`src/hdl/rsc_map.vh`:
```
// Register map and timing constants of the reset source collector
`ifndef RSC_MAP_VH
`define RSC_MAP_VH
`define RSC_ADDR_W 4
`define RSC_OFS_CAUSE 4'h0
`define RSC_OFS_CTRL 4'h4
`define RSC_OFS_STAT 4'h8
`define RSC_CAUSE_MASK 16'hc2df
`define RSC_CAUSE_RST 16'h0003
`define RSC_CTRL_RST 32'h0000_0000
`define RSC_B_POR 0
`define RSC_B_BOR 1
`define RSC_B_IDLE 2
`define RSC_B_SLEEP 3
`define RSC_B_WDT 4
`define RSC_B_SOFT 6
`define RSC_B_PIN 7
`define RSC_B_MISM 9
`define RSC_B_ILL 14
`define RSC_B_TRAP 15
`define RSC_CLK_MHZ 125
`define RSC_BOR_EXT_US 100
`define RSC_BOR_EXT_CYC (`RSC_BOR_EXT_US * `RSC_CLK_MHZ)
`define RSC_PIN_MIN_NS 2000
`define RSC_PIN_MIN_CYC ((`RSC_PIN_MIN_NS * `RSC_CLK_MHZ + 999) / 1000)
`define RSC_ILL_OPCODE 8'h3f
`define RSC_HARD_TRAP_LO 4'hd
`define RSC_HARD_TRAP_HI 4'hf
`define RSC_DLY_W 25
`endif

```
`src/hdl/rsc_reset_collector.v`:
```
// Reset source collector with reset-cause status register
//
// Chosen here: register access over Avalon-MM and the address map.
`timescale 1ns/1ps
`include "rsc_map.vh"
module rsc_reset_collector #(
  parameter [24:0] P_MS_CYC = 25'd125000,
  parameter [24:0] P_BOR_EXT_CYC = `RSC_BOR_EXT_CYC
)(
  input wire i_clk,
  input wire i_sys_rst,
  input wire i_por,
  input wire i_bor,
  input wire i_ext_reset_n,
  input wire [2:0] i_power_up_delay_select,
  input wire i_soft_reset_instr,
  input wire i_wdt_timeout,
  input wire i_in_sleep,
  input wire i_in_idle,
  input wire i_watchdog_clear_instr,
  input wire i_power_save_sleep,
  input wire i_power_save_idle,
  input wire i_trap_active,
  input wire [3:0] i_trap_active_lvl,
  input wire i_trap_req,
  input wire [3:0] i_trap_req_lvl,
  input wire i_shadow_mismatch,
  input wire i_exec_valid,
  input wire [23:0] i_exec_word,
  input wire i_ptr_use,
  input wire i_ptr_uninit,
  input wire i_flow_change,
  input wire i_flow_restricted,
  input wire [3:0] i_avs_address,
  input wire i_avs_read,
  input wire i_avs_write,
  input wire [31:0] i_avs_writedata,
  input wire [3:0] i_avs_byteenable,
  output reg [31:0] o_avs_readdata,
  output wire o_avs_waitrequest,
  output wire o_system_reset_line,
  output wire o_cold_reset,
  output reg o_wake,
  output reg [14:0] o_wreg_valid
);
  reg [2:0] pin_sync_r;
  reg pin_low_r;
  reg [15:0] pin_cnt_r;
  reg [24:0] dly_cnt_r;
  reg [2:0] dly_ms_r;
  reg [7:0] dly_ms_left_r;
  reg hold_r;
  reg [15:0] cause_r;
  reg [15:0] cause_nxt;
  reg ack_r;
  reg warm_r;
  wire pin_rst;
  wire trap_conflict;
  wire ill_op;
  wire ill_ptr;
  wire ill_sec;
  wire wdt_rst;
  wire warm_evt;
  wire sel_cause;
  wire sel_stat;

  function [7:0] rsc_ms_of;
    input [2:0] sel;
    begin
      rsc_ms_of = (sel == 3'd0) ? 8'd0 : (8'd1 << sel);
    end
  endfunction

  always @(posedge i_clk)
  begin
    if (i_sys_rst)
      pin_sync_r <= 3'b111;
    else
      pin_sync_r <= {pin_sync_r[1:0], i_ext_reset_n};
  end

  always @(posedge i_clk)
  begin
    if (i_sys_rst)
    begin
      pin_cnt_r <= 16'h0000;
      pin_low_r <= 1'b0;
    end
    else if (pin_sync_r[1] == pin_sync_r[2])
    begin
      if (pin_sync_r[2])
      begin
        pin_cnt_r <= 16'h0000;
        pin_low_r <= 1'b0;
      end
      else if (pin_cnt_r >= `RSC_PIN_MIN_CYC)
        pin_low_r <= 1'b1;
      else
        pin_cnt_r <= pin_cnt_r + 16'h0001;
    end
  end
  assign pin_rst = pin_low_r;

  assign trap_conflict = i_trap_active && i_trap_req &&
    (i_trap_req_lvl >= `RSC_HARD_TRAP_LO) &&
    (i_trap_req_lvl <= `RSC_HARD_TRAP_HI) &&
    (i_trap_req_lvl < i_trap_active_lvl);
  assign ill_op = i_exec_valid && (i_exec_word[23:16] == `RSC_ILL_OPCODE);
  assign ill_ptr = i_ptr_use && i_ptr_uninit;
  assign ill_sec = i_flow_change && i_flow_restricted;
  assign wdt_rst = i_wdt_timeout && !i_in_sleep && !i_in_idle;
  assign warm_evt = i_soft_reset_instr || wdt_rst || trap_conflict ||
    i_shadow_mismatch || ill_op || ill_ptr || ill_sec;

  always @(posedge i_clk)
  begin
    if (i_sys_rst)
    begin
      hold_r <= 1'b1;
      dly_cnt_r <= P_BOR_EXT_CYC;
      dly_ms_r <= 3'd0;
      dly_ms_left_r <= 8'd0;
    end
    else if (i_por || i_bor)
    begin
      hold_r <= 1'b1;
      dly_cnt_r <= P_BOR_EXT_CYC;
      dly_ms_r <= i_power_up_delay_select;
      dly_ms_left_r <= rsc_ms_of(i_power_up_delay_select);
    end
    else if (hold_r)
    begin
      if (dly_cnt_r != 25'd0)
        dly_cnt_r <= dly_cnt_r - 25'd1;
      else if (dly_ms_left_r != 8'd0)
      begin
        dly_ms_left_r <= dly_ms_left_r - 8'd1;
        dly_cnt_r <= P_MS_CYC - 25'd1;
      end
      else
        hold_r <= 1'b0;
    end
  end

  always @(posedge i_clk)
  begin
    if (i_sys_rst)
    begin
      warm_r <= 1'b0;
      o_wake <= 1'b0;
    end
    else
    begin
      warm_r <= warm_evt;
      o_wake <= i_wdt_timeout && (i_in_sleep || i_in_idle);
    end
  end
  assign o_system_reset_line = hold_r || i_por || i_bor || pin_rst ||
    warm_r || warm_evt;
  assign o_cold_reset = hold_r || i_por || i_bor;

  always @(posedge i_clk)
  begin
    if (i_sys_rst || o_system_reset_line)
      o_wreg_valid <= 15'h0000;
    else
      o_wreg_valid <= o_wreg_valid;
  end

  assign sel_cause = (i_avs_address == `RSC_OFS_CAUSE);
  assign sel_stat = (i_avs_address == `RSC_OFS_STAT);

  always @*
  begin
    cause_nxt = cause_r;
    if (i_avs_write && sel_cause && ack_r)
    begin
      if (i_avs_byteenable[0])
        cause_nxt[7:0] = i_avs_writedata[7:0];
      if (i_avs_byteenable[1])
        cause_nxt[15:8] = i_avs_writedata[15:8];
    end
    if (i_watchdog_clear_instr || i_power_save_sleep || i_power_save_idle)
      cause_nxt[`RSC_B_WDT] = 1'b0;
    // Brown-out keeps pin and power-on flags
    if (i_bor)
      cause_nxt = cause_nxt & 16'h0081;
    if (i_por)
      cause_nxt = 16'h0000;
    if (i_power_save_sleep)
      cause_nxt[`RSC_B_SLEEP] = 1'b1;
    if (i_power_save_idle)
      cause_nxt[`RSC_B_IDLE] = 1'b1;
    if (i_por)
      cause_nxt[`RSC_B_POR] = 1'b1;
    if (i_bor || i_por)
      cause_nxt[`RSC_B_BOR] = 1'b1;
    if (pin_rst)
      cause_nxt[`RSC_B_PIN] = 1'b1;
    if (i_soft_reset_instr)
      cause_nxt[`RSC_B_SOFT] = 1'b1;
    if (i_wdt_timeout)
      cause_nxt[`RSC_B_WDT] = 1'b1;
    if (trap_conflict)
      cause_nxt[`RSC_B_TRAP] = 1'b1;
    if (i_shadow_mismatch)
      cause_nxt[`RSC_B_MISM] = 1'b1;
    if (ill_op || ill_ptr || ill_sec)
      cause_nxt[`RSC_B_ILL] = 1'b1;
    cause_nxt = cause_nxt & `RSC_CAUSE_MASK;
  end

  always @(posedge i_clk)
  begin
    if (i_sys_rst)
      cause_r <= `RSC_CAUSE_RST;
    else
      cause_r <= cause_nxt;
  end

  // Bus answers one cycle after request
  always @(posedge i_clk)
  begin
    if (i_sys_rst)
    begin
      ack_r <= 1'b0;
      o_avs_readdata <= 32'h0000_0000;
    end
    else
    begin
      ack_r <= (i_avs_read || i_avs_write) && !ack_r;
      if (i_avs_read && !ack_r)
      begin
        if (sel_cause)
          o_avs_readdata <= {16'h0000, cause_r};
        else if (sel_stat)
          o_avs_readdata <= {27'h0, o_wake, hold_r, pin_rst, warm_r,
            o_system_reset_line};
        else
          o_avs_readdata <= 32'h0000_0000;
      end
    end
  end
  assign o_avs_waitrequest = (i_avs_read || i_avs_write) && !ack_r;
endmodule // rsc_reset_collector

```
`config.mk`:
```
export PLATFORM = sky130hd
export DESIGN_NAME = rsc_reset_collector
export DESIGN_NICKNAME = d
export VERILOG_FILES = /design/src/hdl/rsc_reset_collector.v
export VERILOG_INCLUDE_DIRS = /design/src /design/src/hdl
export SDC_FILE = /design/constraint.sdc
export NUM_CORES = 1
export LEC_CHECK = 0
export BUFFER_PORTS_ARGS = -buffer_cell sky130_fd_sc_hd__buf_2
export CELL_PAD_IN_SITES_DETAIL_PLACEMENT = 0
export CELL_PAD_IN_SITES_GLOBAL_PLACEMENT = 2
export CORE_AREA = 3 3 125 127
export DETAILED_ROUTE_END_ITERATION = 10
export DIE_AREA = 0 0 128 130
export HOLD_SLACK_MARGIN = 0.02
export PLACE_DENSITY = 0.78
export SLEW_MARGIN = 20
export SYNTH_ARGS = -nofsm -noshare
export SYNTH_HDL_FRONTEND = slang
export SYNTH_SLANG_ARGS = --single-unit
```
`constraint.sdc`:
```
create_clock -name i_clk -period 3 [get_ports i_clk]
set_input_delay 0.3 -clock i_clk [delete_from_list [all_inputs] [get_ports i_clk]]
set_output_delay 0.3 -clock i_clk [all_outputs]
set_load 0.01 [all_outputs]
```
# Word-level counts from Yosys, hierarchy flattened
# Index checks and enable logic that the tools add are counted.
dict set report classes {
  n_addsub 3
  magnitude_cmp 4
  eq_ne 5
  shifts 1
  n_mux 30
  reduce_logical 73
}
# cell count
set op_table {}
lappend op_table {{16-bit 2-to-1 mux} 6}
lappend op_table {{8-bit 2-to-1 mux} 7}
lappend op_table {{25-bit 2-to-1 mux} 2}
lappend op_table {{4-bit nonzero test} 12}
lappend op_table {{25-bit nonzero test} 1}
lappend op_table {{25-bit by 1-bit subtractor with 25-bit output, second input constant} 1}
lappend op_table {{2-bit AND reduction} 11}
lappend op_table {{1-bit logical OR} 18}
lappend op_table {{16-bit by 1-bit adder with 16-bit output, second input constant} 1}
lappend op_table {{16-bit by 8-bit >= comparator with 1-bit output, second input constant} 1}
lappend op_table {{1-bit logical AND} 14}
lappend op_table {{1-bit 2-to-1 mux} 14}
lappend op_table {{5-bit nonzero test} 2}
lappend op_table {{8-bit by 6-bit == test with 1-bit output, second input constant} 1}
lappend op_table {{2-bit nonzero test} 4}
lappend op_table {{8-bit nonzero test} 1}
lappend op_table {{1-bit by 3-bit left shift with 8-bit output, first input constant} 1}
lappend op_table {{8-bit by 1-bit subtractor with 8-bit output, second input constant} 1}
lappend op_table {{3-bit nonzero test} 2}
lappend op_table {{5-bit 2-to-1 mux} 1}
lappend op_table {{4-bit == test, second input constant} 1}
lappend op_table {{4-bit >= comparator, second input constant} 1}
lappend op_table {{4-bit <= comparator, second input constant} 1}
lappend op_table {{4-bit logical NOT} 1}
lappend op_table {{7 further kinds} 11}
dict set report totals {
  reg_bits 105
  input_bits 97
  output_inout_bits 51
  wordCells 137
}

# Logic depth before layout (Yosys ltp)
# Gate-level depths: netlist of the first run.
dict set report logic_depth {
  ltp_word 12
  depth_mapped 9
  mapped_depth_nobuf 7
}

# Worst setup path before layout of the first run
# OpenSTA, ideal clock, no wires.
dict set report synth_path {
  kind {register to register}
  startpoint {register dly_cnt_r[16]}
  endpoint {register dly_cnt_r[17]}
  setup_time_ns 0.129
  t_arrival_ns 2.238
  required_time_ns 2.871
  slack_ns 0.633
  path_stages_with_launch 9
  path_buffers 3
  synth_period_minus_slack_ns 2.367
  path_cell_list {dfxtp_1 or4_1 buf_2 or4_1 buf_6 o31ai_4 buf_6 nor4_1 mux2i_1}
}
dict set report synth_via {
  elab_chain_cells 3
  elab_cells_between_ends 5
  classes_between {1 x add/sub; 1 x mux; 3 x reduce/logical}
}
# element line
set synth_rtl {}
lappend synth_rtl {{from (decl)} rsc_reset_collector.v:49} ;# reg [24:0] dly_cnt_r;
lappend synth_rtl {{from (signal assigned)} rsc_reset_collector.v:134} ;# dly_cnt_r <= dly_cnt_r - 25'd1;
lappend synth_rtl {{from (signal assigned)} rsc_reset_collector.v:138} ;# dly_cnt_r <= P_MS_CYC - 25'd1;
lappend synth_rtl {{branches (longest 3 deep; another with 25-bit by 1-bit subtractor with 25-bit output)} -}
# Several ways; the timed one is not identified.
# A chain may end at the register's enable or synchronous reset.

# Worst setup path after layout of the first run
dict set report layout_path {
  startpoint {register dly_cnt_r[0]}
  endpoint {register dly_cnt_r[18]}
}
# Same word-level chain as after synthesis.

==> Implementation_results.wiki, run 1 <==
{| class="wikitable"
! Metric !! Value
|-
| Worst-case hold path end point || pin_sync_r[0]
|-
| Number of enable flip-flop cells after synthesis || 0
|-
| #FFs+latches synth || 77
|-
| Cell Count Post-Placement || 722
|-
| Hold-fix buffers at CTS || 0
|-
| TritonRoute pass-1 iters || 5
|-
| Routed via count || approximately 3.6k
|-
| Clock root buffer || clkbuf_16
|-
| Die area || 16640 um^2
|-
| Max_slew headroom || 36.60%
|-
| Result of the run || finished clean
|-
| Maximum number of pins on one net before global-route repair || 32
|-
| First-pass GRT wire length || roughly 17 mm
|-
| Unrepaired setup endpoints after global routing || no
|-
| Most frequently used flop master after synthesis || dfxtp_1
|-
| Part of the Yosys area used for sequential elements || 37.68%
|-
| Relative area change from synthesis to final layout || 18.59%
|-
| Hold path depth || 2
|-
| Worst min-delay path startpoint || i_ext_reset_n
|-
| Non-Filler Instances || between 700 and 800
|-
| CTS H-tree lvls || 3
|-
| Class of the tightest hold or removal check || input pin to flop
|-
| Die boundary width || approximately 130 um
|-
| Distinct cells, synth || 64
|-
| Vias per Instance || 4.932
|-
| Leakage component of the power || slightly below 0.002 uW
|-
| PostCTS Resize Cnt || 0
|-
| TritonCTS clock tree || yes
|-
| Count of inserted antenna diode cells || 0
|-
| Number of standard-cell rows in the floorplan || 44
|-
| Largest fanout of any net on the critical path || 6
|-
| Power density of the placed cells || just over 500 nW/um^2
|-
| Worst R2R End || dly_cnt_r[18]
|-
| Antenna violations before repair || 0
|-
| Post-synthesis async set-or-reset flop share || 0%
|-
| Clock latency on the worst-skew pair || ~0.34 ns
|-
| Floorplan die height || about 130 um
|-
| Share of Yosys cell area claimed by the top area cell type || a little under two fifths
|-
| Max Root-Sink Buffers || 2
|-
| Total standard cell area after synthesis || just over 4000 um^2
|-
| Clk slew on worst S/H paths || 0.06 ns
|-
| Gr ovfl total || 0
|-
| Final hold violations || 0
|-
| Worst Tran Pin Value || 0.9363 ns
|-
| Aggregate negative setup slack || 0 ns
|-
| Startpoint types || flop
|-
| Kind of end point of the critical path || flop
|-
| Worst R2R Setup Slack || 0.37 ns
|-
| Total of buffers placed on input and output ports || 70
|-
| Proportion of layout cells with a drive suffix above 1 || 22.38%
|-
| Worst Skew || 0.007185 ns
|-
| Postcts setup bufs || 0
|-
| Max Cap Viol || 0
|-
| Final critical path time including I/O delays and setup || 2.627 ns
|-
| Critical path start-end classification || flop to flop
|-
| Depth of the worst register-to-register path || 7
|-
| Yosys warns || 0
|-
| Initial DRC count || 135
|-
| Pins over their slew limit || 0
|-
| Required time at the worst-slack endpoint || 3.21 ns
|-
| Via count of the first global-routing pass || 3381
|-
| Avg Synthesized Cell Area || 8.524 um^2
|-
| Routability cong. || 0.7835
|-
| Critical path arrival || 2.84 ns
|-
| Maximum frequency from static timing analysis || about 380 MHz
|-
| I/O pin count || about 150
|-
| Drt drc || 0
|-
| Estimated wirelength of the detail-placed design || 8.007 mm
|-
| Cells after Synth || 480
|-
| Overall routing resource usage || 12.49%
|-
| Clock tree sinks || between 70 and 80
|-
| Worst hold margin || 0.1423 ns
|-
| Total Wirelength || roughly 11 mm
|-
| Count of antenna-violating nets left after detailed routing || 0
|-
| Cell type with the largest total area after synthesis || dfxtp_1
|-
| Num CTS Buffers || 9
|-
| Cells taking the most area after synthesis || dfxtp_1 38%, buf_4 6.8%, nor2_1 4.3%, a21oi_1 4.0%, nand2_1 2.7%
|-
| Core Area || 14530 um^2
|-
| Final nets || roughly 650
|-
| Initial core utilization || 28.15%
|-
| Final setup violating endpoints || 0
|-
| Detail-routed net length per standard cell || 14.42 um
|-
| Worst voltage drop across the vdd grid || 278.8 uV
|-
| Final total power || 2484 uW
|-
| Worst R2R Start || dly_cnt_r[0]
|-
| Final period util || 87.58%
|}
## synthesized netlist by cell type (3+ instances only)
cell      instances
or3_1            11
a22oi_1           6
nand3_1           9
nor3_1           18
xnor2_1           8
o31ai_1           7
mux2_2            6
clkbuf_1         16
buf_2             4
or4_1            13
nor4_1           14
nand4_1          10
or2_2             7
and2_1            7
ha_1              7
buf_4            37
a21oi_1          33
o21ai_0          11
inv_1            16
mux2i_1          10
nand2_1          29
a311oi_1          3
nand2b_1          4
and3_1            5
xor2_1            4
a31oi_1           5
nor3b_1           3
dfxtp_1          77
nor2_1           47
a31o_2            3
a211oi_1          7
o311ai_0          3
## flip-flops by register name, indices dropped and copies added (netlist names), 3 cells and up
register	flops
pin_sync_r	3
o_avs_readdata	10
pin_cnt_r	16
cause_r	10
dly_cnt_r	25
dly_ms_left_r	8
## metal layers
layer	track usage (%)	share of wire, %
met4	4.245	1.1
met3	3.193	4.2
met5	0	0
met2	20.98	49
met1	15.65	45
## power breakdown
part	internal (uW)	total [uW]	switching, uW
Combinational	81.8	216	134
Clock	758	1210	453
Sequential	1040	1060	16.2
Total	1880	2480	603
## cell type report
class / count / area (um^2)
fill: 1566 / 9682
multi-input combinational: 363 / 2247
sequential: 77 / 1541
timing repair buffer: 82 / 440.4
clock buffer: 10 / 239.0
tap: 184 / 230.2
clock inverter: 6 / 93.84
inverter: 16 / 60.06
## per-stage QoR
stage / utilization (%) / worst slack [ns] / cell area [um^2]
after detailed placement: 31.05 / 0.3645 / 4513
final: 33.39 / 0.3727 / 4852
after CTS: 33.34 / 0.3292 / 4846
after global placement: 31.05 / 0.3792 / 4513
after floorplan: - / 0.6326 / 4227
after global routing: 33.39 / 0.2044 / 4852
## cell usage in the layout (no fill, tap or decap), types with 12 or more instances in the layout
cell type	Yosys	layout
dfxtp_1	77	77
buf_2	4	70
nor2_1	47	47
conb_1	1	37
a21oi_1	33	33
nand2_1	29	29
nor3_1	18	18
inv_1	16	16
nor4_1	14	14
or4_1	13	13
buf_4	37	12
## logic make-up after synthesis
logic type                 after synthesis  share of synthesized area (%)
AOI/OAI and AO/OA                      104                          18.17
other                                    1                        0.09166
muxes                                   16                          4.098
adders and majority gates                7                          2.141
xor gates and xnor gates                12                          2.569
and+or+nand+nor                        187                          24.40
buffers and inverters                   76                          10.86
DFF                                     77                          37.68
## worst max-delay path, stage by stage, from the launching register on
cell and delay, ns:
dfxtp_1 0.35, inv_1 0.07, ha_1 0.19, or4bb_1 0.55, or4_1 0.59, a2111oi_1 0.51
xnor2_1 0.17, nor2_1 0.06
## worst max path at each step
stage                          start             to  slack [ns]  depth (start not counted)
global route            dly_cnt_r[0]  dly_cnt_r[13]        0.20                          7
global placement    dly_ms_left_r[0]   dly_cnt_r[7]        0.38                          7
floorplan              dly_cnt_r[16]  dly_cnt_r[17]        0.63                          8
CTS                 dly_ms_left_r[0]   dly_cnt_r[7]        0.33                          7
finish                  dly_cnt_r[0]  dly_cnt_r[18]        0.37                          7
detailed placement  dly_ms_left_r[0]   dly_cnt_r[7]        0.36                          7
Power figures use the tool's default switching activity.
==> run 2: changes to the inputs <==
--- a/config.mk
+++ b/config.mk
@@ -9,11 +9,11 @@
 export BUFFER_PORTS_ARGS = -buffer_cell sky130_fd_sc_hd__buf_2
 export CELL_PAD_IN_SITES_DETAIL_PLACEMENT = 0
 export CELL_PAD_IN_SITES_GLOBAL_PLACEMENT = 2
-export CORE_AREA = 3 3 125 127
+export CORE_AREA = 3 3 132 134
 export DETAILED_ROUTE_END_ITERATION = 10
-export DIE_AREA = 0 0 128 130
+export DIE_AREA = 0 0 135 137
 export HOLD_SLACK_MARGIN = 0.02
-export PLACE_DENSITY = 0.78
+export PLACE_DENSITY = 0.74
 export SLEW_MARGIN = 20
 export SYNTH_ARGS = -nofsm -noshare
 export SYNTH_HDL_FRONTEND = slang
==> constraint.sdc (replaced) <==
create_clock -name i_clk -period 2.4 [get_ports i_clk]
set_input_delay 0.24 -clock i_clk [delete_from_list [all_inputs] [get_ports i_clk]]
set_output_delay 0.24 -clock i_clk [all_outputs]
set_load 0.01 [all_outputs]
==> Implementation_results.wiki, run 2 (same netlist as run 1, synthesis figures left out) <==
{| class="wikitable"
! Metric !! Value
|-
| Core Area || 16410 um^2 (was 14530 um^2)
|-
| Count of inserted antenna diode cells || 0 (unchanged)
|-
| Max Cap Viol || 0 (unchanged)
|-
| Vias per Instance || 4.667 (was 4.932)
|-
| CTS H-tree lvls || 3 (unchanged)
|-
| Worst slack, placed || -0.04436 ns (was 0.3645 ns)
|-
| Relative area change from synthesis to final layout || 27.55% (was 18.59%)
|-
| Overall routing resource usage || 11.90% (was 12.49%)
|-
| Routability cong. || 0.7907 (was 0.7835)
|-
| Cell Count Post-Placement || 788 (was 722)
|-
| First-pass GRT wire length || 17.71 mm (was 16.70 mm)
|-
| Max FFs per register || 25 (unchanged)
|-
| Floorplan die height || 137 um (was 130 um)
|-
| Kind of end point of the critical path || flop (unchanged)
|-
| Max_slew headroom || 63.45% (was 36.60%)
|-
| Max Root-Sink Buffers || 2 (unchanged)
|-
| Clock latency on the worst-skew pair || 0.34 ns (about the same)
|-
| Worst Skew || 0.007501 ns (was 0.007185 ns)
|-
| TritonCTS clock tree || yes (unchanged)
|-
| Most frequent cells in the layout || 77 x dfxtp_1, 70 x buf_2, 47 x nor2_1 (unchanged)
|-
| Critical path arrival || 2.55 ns (was 2.84 ns)
|-
| TritonRoute pass-1 iters || 4 (was 5)
|-
| Met2 global-route usage || 19.98% (was 20.98%)
|-
| Die boundary width || 135 um (was 128 um)
|-
| Clock root buffer || clkbuf_16 (unchanged)
|-
| Final period util || 97.39% (was 87.58%)
|-
| Gr ovfl total || 0 (unchanged)
|-
| PnR worst setup slack || 0.06256 ns (was 0.3727 ns)
|-
| Final nets || 687 (was 653)
|-
| Largest Register || dly_cnt_r (unchanged)
|-
| GRT Max-Usage Layer || met2 (unchanged)
|-
| Non-Filler Instances || 808 (was 738)
|-
| Startpoint types || flop (unchanged)
|-
| Num CTS Buffers || 9 (unchanged)
|-
| Final setup violating endpoints || 0 (unchanged)
|-
| Clock tree sinks || 77 (unchanged)
|-
| Via count of the first global-routing pass || 3501 (was 3381)
|-
| I/O pin count || 148 (unchanged)
|-
| Largest fanout of any net on the critical path || 9 (was 6)
|-
| Worst voltage drop across the vdd grid || 297.8 uV (was 278.8 uV)
|-
| Most common cell after layout, fill and taps aside || dfxtp_1 (unchanged)
|-
| Hold-fix buffers at CTS || 0 (unchanged)
|-
| Estimated wirelength of the detail-placed design || 8.491 mm (was 8.007 mm)
|-
| Number of standard-cell rows in the floorplan || 47 (was 44)
|-
| Unrepaired setup endpoints after global routing || yes (was no)
|-
| Registers with the most flip-flops || dly_cnt_r x25, pin_cnt_r x16 (unchanged)
|-
| Leakage component of the power || 0.002124 uW (was 0.001940 uW)
|-
| Initial core utilization || 24.94% (was 28.15%)
|-
| Final total power || 2953 uW (was 2484 uW)
|-
| Antenna violations before repair || 0 (unchanged)
|-
| Routed via count || 3771 (was 3640)
|-
| Drt drc || 0 (unchanged)
|-
| Initial DRC count || 216 (was 135)
|-
| Share of the core filled with cells || 31.81% (was 33.39%)
|-
| Worst hold margin || 0.09242 ns (was 0.1423 ns)
|-
| Filler Cell Count || 1744 (was 1566)
|-
| Proportion of layout cells with a drive suffix above 1 || 28.40% (was 22.38%)
|-
| Worst Tran Pin Value || 0.5457 ns (was 0.9363 ns)
|-
| Power density of the placed cells || 565.9 nW/um^2 (was 511.9 nW/um^2)
|-
| Final critical path time including I/O delays and setup || 2.337 ns (was 2.627 ns)
|-
| Total Wirelength || 11.24 mm (was 10.64 mm)
|-
| Maximum frequency from static timing analysis || 427.8 MHz (was 380.6 MHz)
|-
| Met1 Resource Use GR || 15.47% (was 15.65%)
|-
| Result of the run || finished clean (unchanged)
|-
| Critical path start-end classification || flop to flop (unchanged)
|-
| Count of antenna-violating nets left after detailed routing || 0 (unchanged)
|-
| Detail-routed net length per standard cell || 13.91 um (was 14.42 um)
|-
| Total of buffers placed on input and output ports || 70 (unchanged)
|-
| Maximum number of pins on one net before global-route repair || 32 (unchanged)
|-
| Pins over their slew limit || 0 (unchanged)
|-
| Final hold violations || 0 (unchanged)
|-
| Die area || 18500 um^2 (was 16640 um^2)
|-
| Met3 usage in global routing || 2.794% (was 3.193%)
|-
| Class of the tightest hold or removal check || input pin to flop (unchanged)
|-
| Clk slew on worst S/H paths || 0.06 ns (about the same)
|-
| Required time at the worst-slack endpoint || 2.61 ns (was 3.21 ns)
|}
-- run 2: timing repair --
item                                    in CTS  in global routing
pin swaps                                    2                  2
gates resized for setup                      1                 15
hold endpoints to repair                     0                  0
cloned                                       0                  1
endpoints found under the setup margin       5                 24
buffers inserted                             0                  3
-- run 2: worst max-delay path, stage by stage, from the launching register on --
cell,delay (ns)
dfxtp_1,0.31
or4_4,0.55
or4_4,0.53
buf_6,0.17
o31ai_4,0.28
clkbuf_16,0.22
or4_1,0.10
a21oi_1,0.06
-- run 2: power breakdown --
part	switching, uW	leakage [uW]	total [uW]	internal [uW]
sequential	19.5	0.000625	1320	1300
combinational	178	0.00135	299	121
clock	517	0.000149	1330	816
-- run 2: final timing paths --
kind,start,end,slack (ns),cells past startpoint
hold reg to reg,pin_sync_r[0],pin_sync_r[1],0.42,1
setup / recovery,dly_cnt_r[16],dly_cnt_r[5],0.06,7
hold / removal,i_ext_reset_n,pin_sync_r[0],0.09,2
setup reg to reg,dly_cnt_r[16],dly_cnt_r[5],0.06,7
-- run 2: per-stage QoR --
step                setup TNS [ns]  cell area, um^2
floorplan                        0             4227
global placement          -0.06523             4808
detailed placement         -0.1636             4808
CTS                              0             5110
global route            -0.0009004             5219
finish                           0             5219
-- run 2: cell type report --
| cell class | instances | area (um^2) | area share (%) |
|---|---|---|---|
| well taps | 220 | 275.3 | 5.275 |
| multi-input cells | 363 | 2298 | 44.04 |
| repair buffers | 116 | 745.7 | 14.29 |
| inverters | 16 | 60.06 | 1.151 |
| clock inverters | 2 | 13.76 | 0.2637 |
| flip-flops and latches | 77 | 1541 | 29.54 |
| clock buffers | 14 | 284.0 | 5.442 |
-- run 2: routing by layer --
layer / up-vias / share of wire, %
met5: - / 0
li1: 1896 / -
met4: 0 / 0.77
met3: 11 / 4.0
met2: 73 / 50
met1: 1791 / 46
==> run 3: changes to the inputs <==
--- a/config.mk
+++ b/config.mk
@@ -6,14 +6,15 @@
 export SDC_FILE = /design/constraint.sdc
 export NUM_CORES = 1
 export LEC_CHECK = 0
+export ABC_AREA = 1
 export BUFFER_PORTS_ARGS = -buffer_cell sky130_fd_sc_hd__buf_2
 export CELL_PAD_IN_SITES_DETAIL_PLACEMENT = 0
 export CELL_PAD_IN_SITES_GLOBAL_PLACEMENT = 2
-export CORE_AREA = 3 3 132 134
+export CORE_AREA = 3 3 142 144
 export DETAILED_ROUTE_END_ITERATION = 10
-export DIE_AREA = 0 0 135 137
+export DIE_AREA = 0 0 145 147
 export HOLD_SLACK_MARGIN = 0.02
-export PLACE_DENSITY = 0.74
+export PLACE_DENSITY = 0.75
 export SLEW_MARGIN = 20
 export SYNTH_ARGS = -nofsm -noshare
 export SYNTH_HDL_FRONTEND = slang
==> Implementation_results.wiki, run 3 <==
{| class="wikitable"
! Metric !! Value
|-
| Relative area change from synthesis to final layout || 17.64% (was 27.55%)
|-
| Worst Skew || 0.007999 ns (was 0.007501 ns)
|-
| Worst hold margin || 0.08087 ns (was 0.09242 ns)
|-
| Registers with the most flip-flops || dly_cnt_r x25, pin_cnt_r x16 (unchanged)
|-
| Clk slew on worst S/H paths || 0.07 ns (was 0.06 ns)
|-
| Largest fanout of any net on the critical path || 22 (was 9)
|-
| Estimated wirelength of the detail-placed design || 9.253 mm (was 8.491 mm)
|-
| Die area || 21320 um^2 (was 18500 um^2)
|-
| TritonRoute pass-1 iters || 4 (unchanged)
|-
| Clock tree sinks || 77 (unchanged)
|-
| Class of the tightest hold or removal check || input pin to flop (unchanged)
|-
| Result of the run || finished clean (unchanged)
|-
| Most frequent cells in the layout || 151 x nand2_1, 110 x nor2_1, 80 x inv_1 (was 77 x dfxtp_1, 70 x buf_2, 47 x nor2_1)
|-
| Antenna violations before repair || 0 (unchanged)
|-
| Proportion of layout cells with a drive suffix above 1 || 17.45% (was 28.40%)
|-
| Final critical path time including I/O delays and setup || 1.994 ns (was 2.337 ns)
|-
| Clock latency on the worst-skew pair || 0.34 ns (about the same)
|-
| Maximum number of pins on one net before global-route repair || 25 (was 32)
|-
| Floorplan die height || 147 um (was 137 um)
|-
| Leakage component of the power || 0.002390 uW (was 0.002124 uW)
|-
| Kind of end point of the critical path || flop (unchanged)
|-
| Largest Register || dly_cnt_r (unchanged)
|-
| Total standard cell area after synthesis || 4539 um^2 (was 4091 um^2)
|-
| Share of Yosys cell area claimed by the top area cell type || 33.96% (was 37.68%)
|-
| PostCTS Resize Cnt || 0 (was 1)
|-
| Maximum frequency from static timing analysis || 501.4 MHz (was 427.8 MHz)
|-
| Most frequent cell after synthesis || nand2_1 (was dfxtp_1)
|-
| Startpoint types || flop (unchanged)
|-
| Drt drc || 0 (unchanged)
|-
| Initial core utilization || 24.11% (was 24.94%)
|-
| Total Wirelength || 12.15 mm (was 11.24 mm)
|-
| Worst Tran Pin Value || 0.5709 ns (was 0.5457 ns)
|-
| Commonest cells post-synth || 151 x nand2_1, 110 x nor2_1, 80 x inv_1 (was 77 x dfxtp_1, 47 x nor2_1, 37 x buf_4)
|-
| Final nets || 867 (was 687)
|-
| Initial DRC count || 166 (was 216)
|-
| Number of standard-cell rows in the floorplan || 50 (was 47)
|-
| Max_slew headroom || 61.90% (was 63.45%)
|-
| Hold-fix buffers at CTS || 0 (unchanged)
|-
| Core Area || 18830 um^2 (was 16410 um^2)
|-
| Unrepaired setup endpoints after global routing || no (was yes)
|-
| Vias per Instance || 4.064 (was 4.667)
|-
| Cells taking the most area after synthesis || dfxtp_1 34%, nand2_1 12%, nor2_1 9.1%, inv_1 6.6%, buf_4 6.4% (was dfxtp_1 38%, buf_4 6.8%, nor2_1 4.3%, a21oi_1 4.0%, nand2_1 2.7%)
|-
| Pins over their slew limit || 0 (unchanged)
|-
| Critical path start-end classification || flop to flop (unchanged)
|-
| Detail-routed net length per standard cell || 11.82 um (was 13.91 um)
|-
| Gr ovfl total || 0 (unchanged)
|-
| Most frequently used flop master after synthesis || dfxtp_1 (unchanged)
|-
| Cell type with the largest total area after synthesis || dfxtp_1 (unchanged)
|-
| TritonCTS clock tree || yes (unchanged)
|-
| Count of inserted antenna diode cells || 0 (unchanged)
|-
| Part of the Yosys area used for sequential elements || 33.96% (was 37.68%)
|-
| Post-placement cell area || 5036 um^2 (was 4808 um^2)
|-
| Final period util || 83.10% (was 97.39%)
|-
| #FFs+latches synth || 77 (unchanged)
|-
| Required time at the worst-slack endpoint || 2.62 ns (was 2.61 ns)
|-
| Aggregate negative setup slack || 0 ns (unchanged)
|-
| Yosys warns || 0 (unchanged)
|-
| Critical path arrival || 2.22 ns (was 2.55 ns)
|-
| Avg Synthesized Cell Area || 6.560 um^2 (was 8.524 um^2)
|-
| Worst voltage drop across the vdd grid || 312.4 uV (was 297.8 uV)
|-
| Max Root-Sink Buffers || 2 (unchanged)
|-
| Routability cong. || 0.7671 (was 0.7907)
|-
| Most common cell after layout, fill and taps aside || nand2_1 (was dfxtp_1)
|-
| I/O pin count || 148 (unchanged)
|-
| Distinct cells, synth || 37 (was 64)
|-
| Routed via count || 4178 (was 3771)
|-
| Final non-filler cell area || 5340 um^2 (was 5219 um^2)
|-
| Die boundary width || 145 um (was 135 um)
|-
| Num CTS Buffers || 9 (unchanged)
|-
| Postcts setup bufs || 0 (unchanged)
|-
| First-pass GRT wire length || 19.80 mm (was 17.71 mm)
|-
| Number of enable flip-flop cells after synthesis || 0 (unchanged)
|-
| Max FFs per register || 25 (unchanged)
|-
| Count of antenna-violating nets left after detailed routing || 0 (unchanged)
|-
| Total of buffers placed on input and output ports || 70 (unchanged)
|-
| Via count of the first global-routing pass || 4046 (was 3501)
|-
| Overall routing resource usage || 11.38% (was 11.90%)
|-
| Power density of the placed cells || 574.5 nW/um^2 (was 565.9 nW/um^2)
|-
| Final setup violating endpoints || 0 (unchanged)
|-
| Max Cap Viol || 0 (unchanged)
|-
| Post-synthesis async set-or-reset flop share || 0% (unchanged)
|-
| CTS H-tree lvls || 3 (unchanged)
|-
| Final hold violations || 0 (unchanged)
|-
| Clock root buffer || clkbuf_16 (unchanged)
|-
| Cells after Synth || 692 (was 480)
|}
## run 3: power by group
group          internal (uW)  leakage, uW  switching [uW]
registers               1310     0.000627            21.9
clock network            821     0.000151             594
logic                    115      0.00161             204
## run 3: metrics by stage
step	total power [uW]	std cells	util [%]	setup WS, ns
2_1_floorplan	1604	728	-	0.7356
3_3_place_gp	1689	1012	26.74	0.3964
3_5_place_dp	1685	1012	26.74	0.3871
4_1_cts	3136	1028	28.36	0.3569
5_1_grt	3233	1028	28.36	0.09483
6_report	3068	1028	28.36	0.4056
## run 3: cell families after synthesis
kind of cell	count (synthesis)	synth area share, %
flops	77	33.96
fa+ha+maj	7	1.929
other cells	1	0.08261
simple gates	368	35.67
buf+inv	139	15.27
compound gates	86	10.39
xor+xnor	14	2.701
## run 3: per-layer routing
metal | vias up | routed length, um | global-route usage, %
li1 | 2260 | - | -
met1 | 1811 | 5809 | 14.39
met2 | 99 | 5546 | 19.11
met3 | 8 | 703 | 3.825
met4 | 0 | 90 | 2.185
met5 | - | 0 | 0
## run 3: path summary, 6_finish.rpt
path	start	to	slack, ns	cells after the start
worst max-delay path	dly_ms_left_r[0]	dly_cnt_r[2]	0.41	11
worst min-delay path	i_ext_reset_n	pin_sync_r[0]	0.08	2
worst max register to register	dly_ms_left_r[0]	dly_cnt_r[2]	0.41	11
worst min register to register	pin_sync_r[0]	pin_sync_r[1]	0.41	1
## run 3: layout make-up
type,count,area (um^2)
clock inverters,7,78.83
multi-input cells,512,2440
repair buffers,78,410.4
flip-flops and latches,77,1541
well taps,260,325.3
clock buffers,9,225.2
inverters,85,319.1
fillers,2135,13490
## run 3: worst max-delay path, stage by stage, from the launching register on
cell and delay (ns):
dfxtp_1 0.30, inv_1 0.13, ha_1 0.19, inv_1 0.04, nor2_1 0.18, nand2_1 0.13, nor2_2 0.17, nor2_1 0.07
inv_1 0.06, nand2_2 0.30, nand3b_1 0.21, nand3_1 0.08
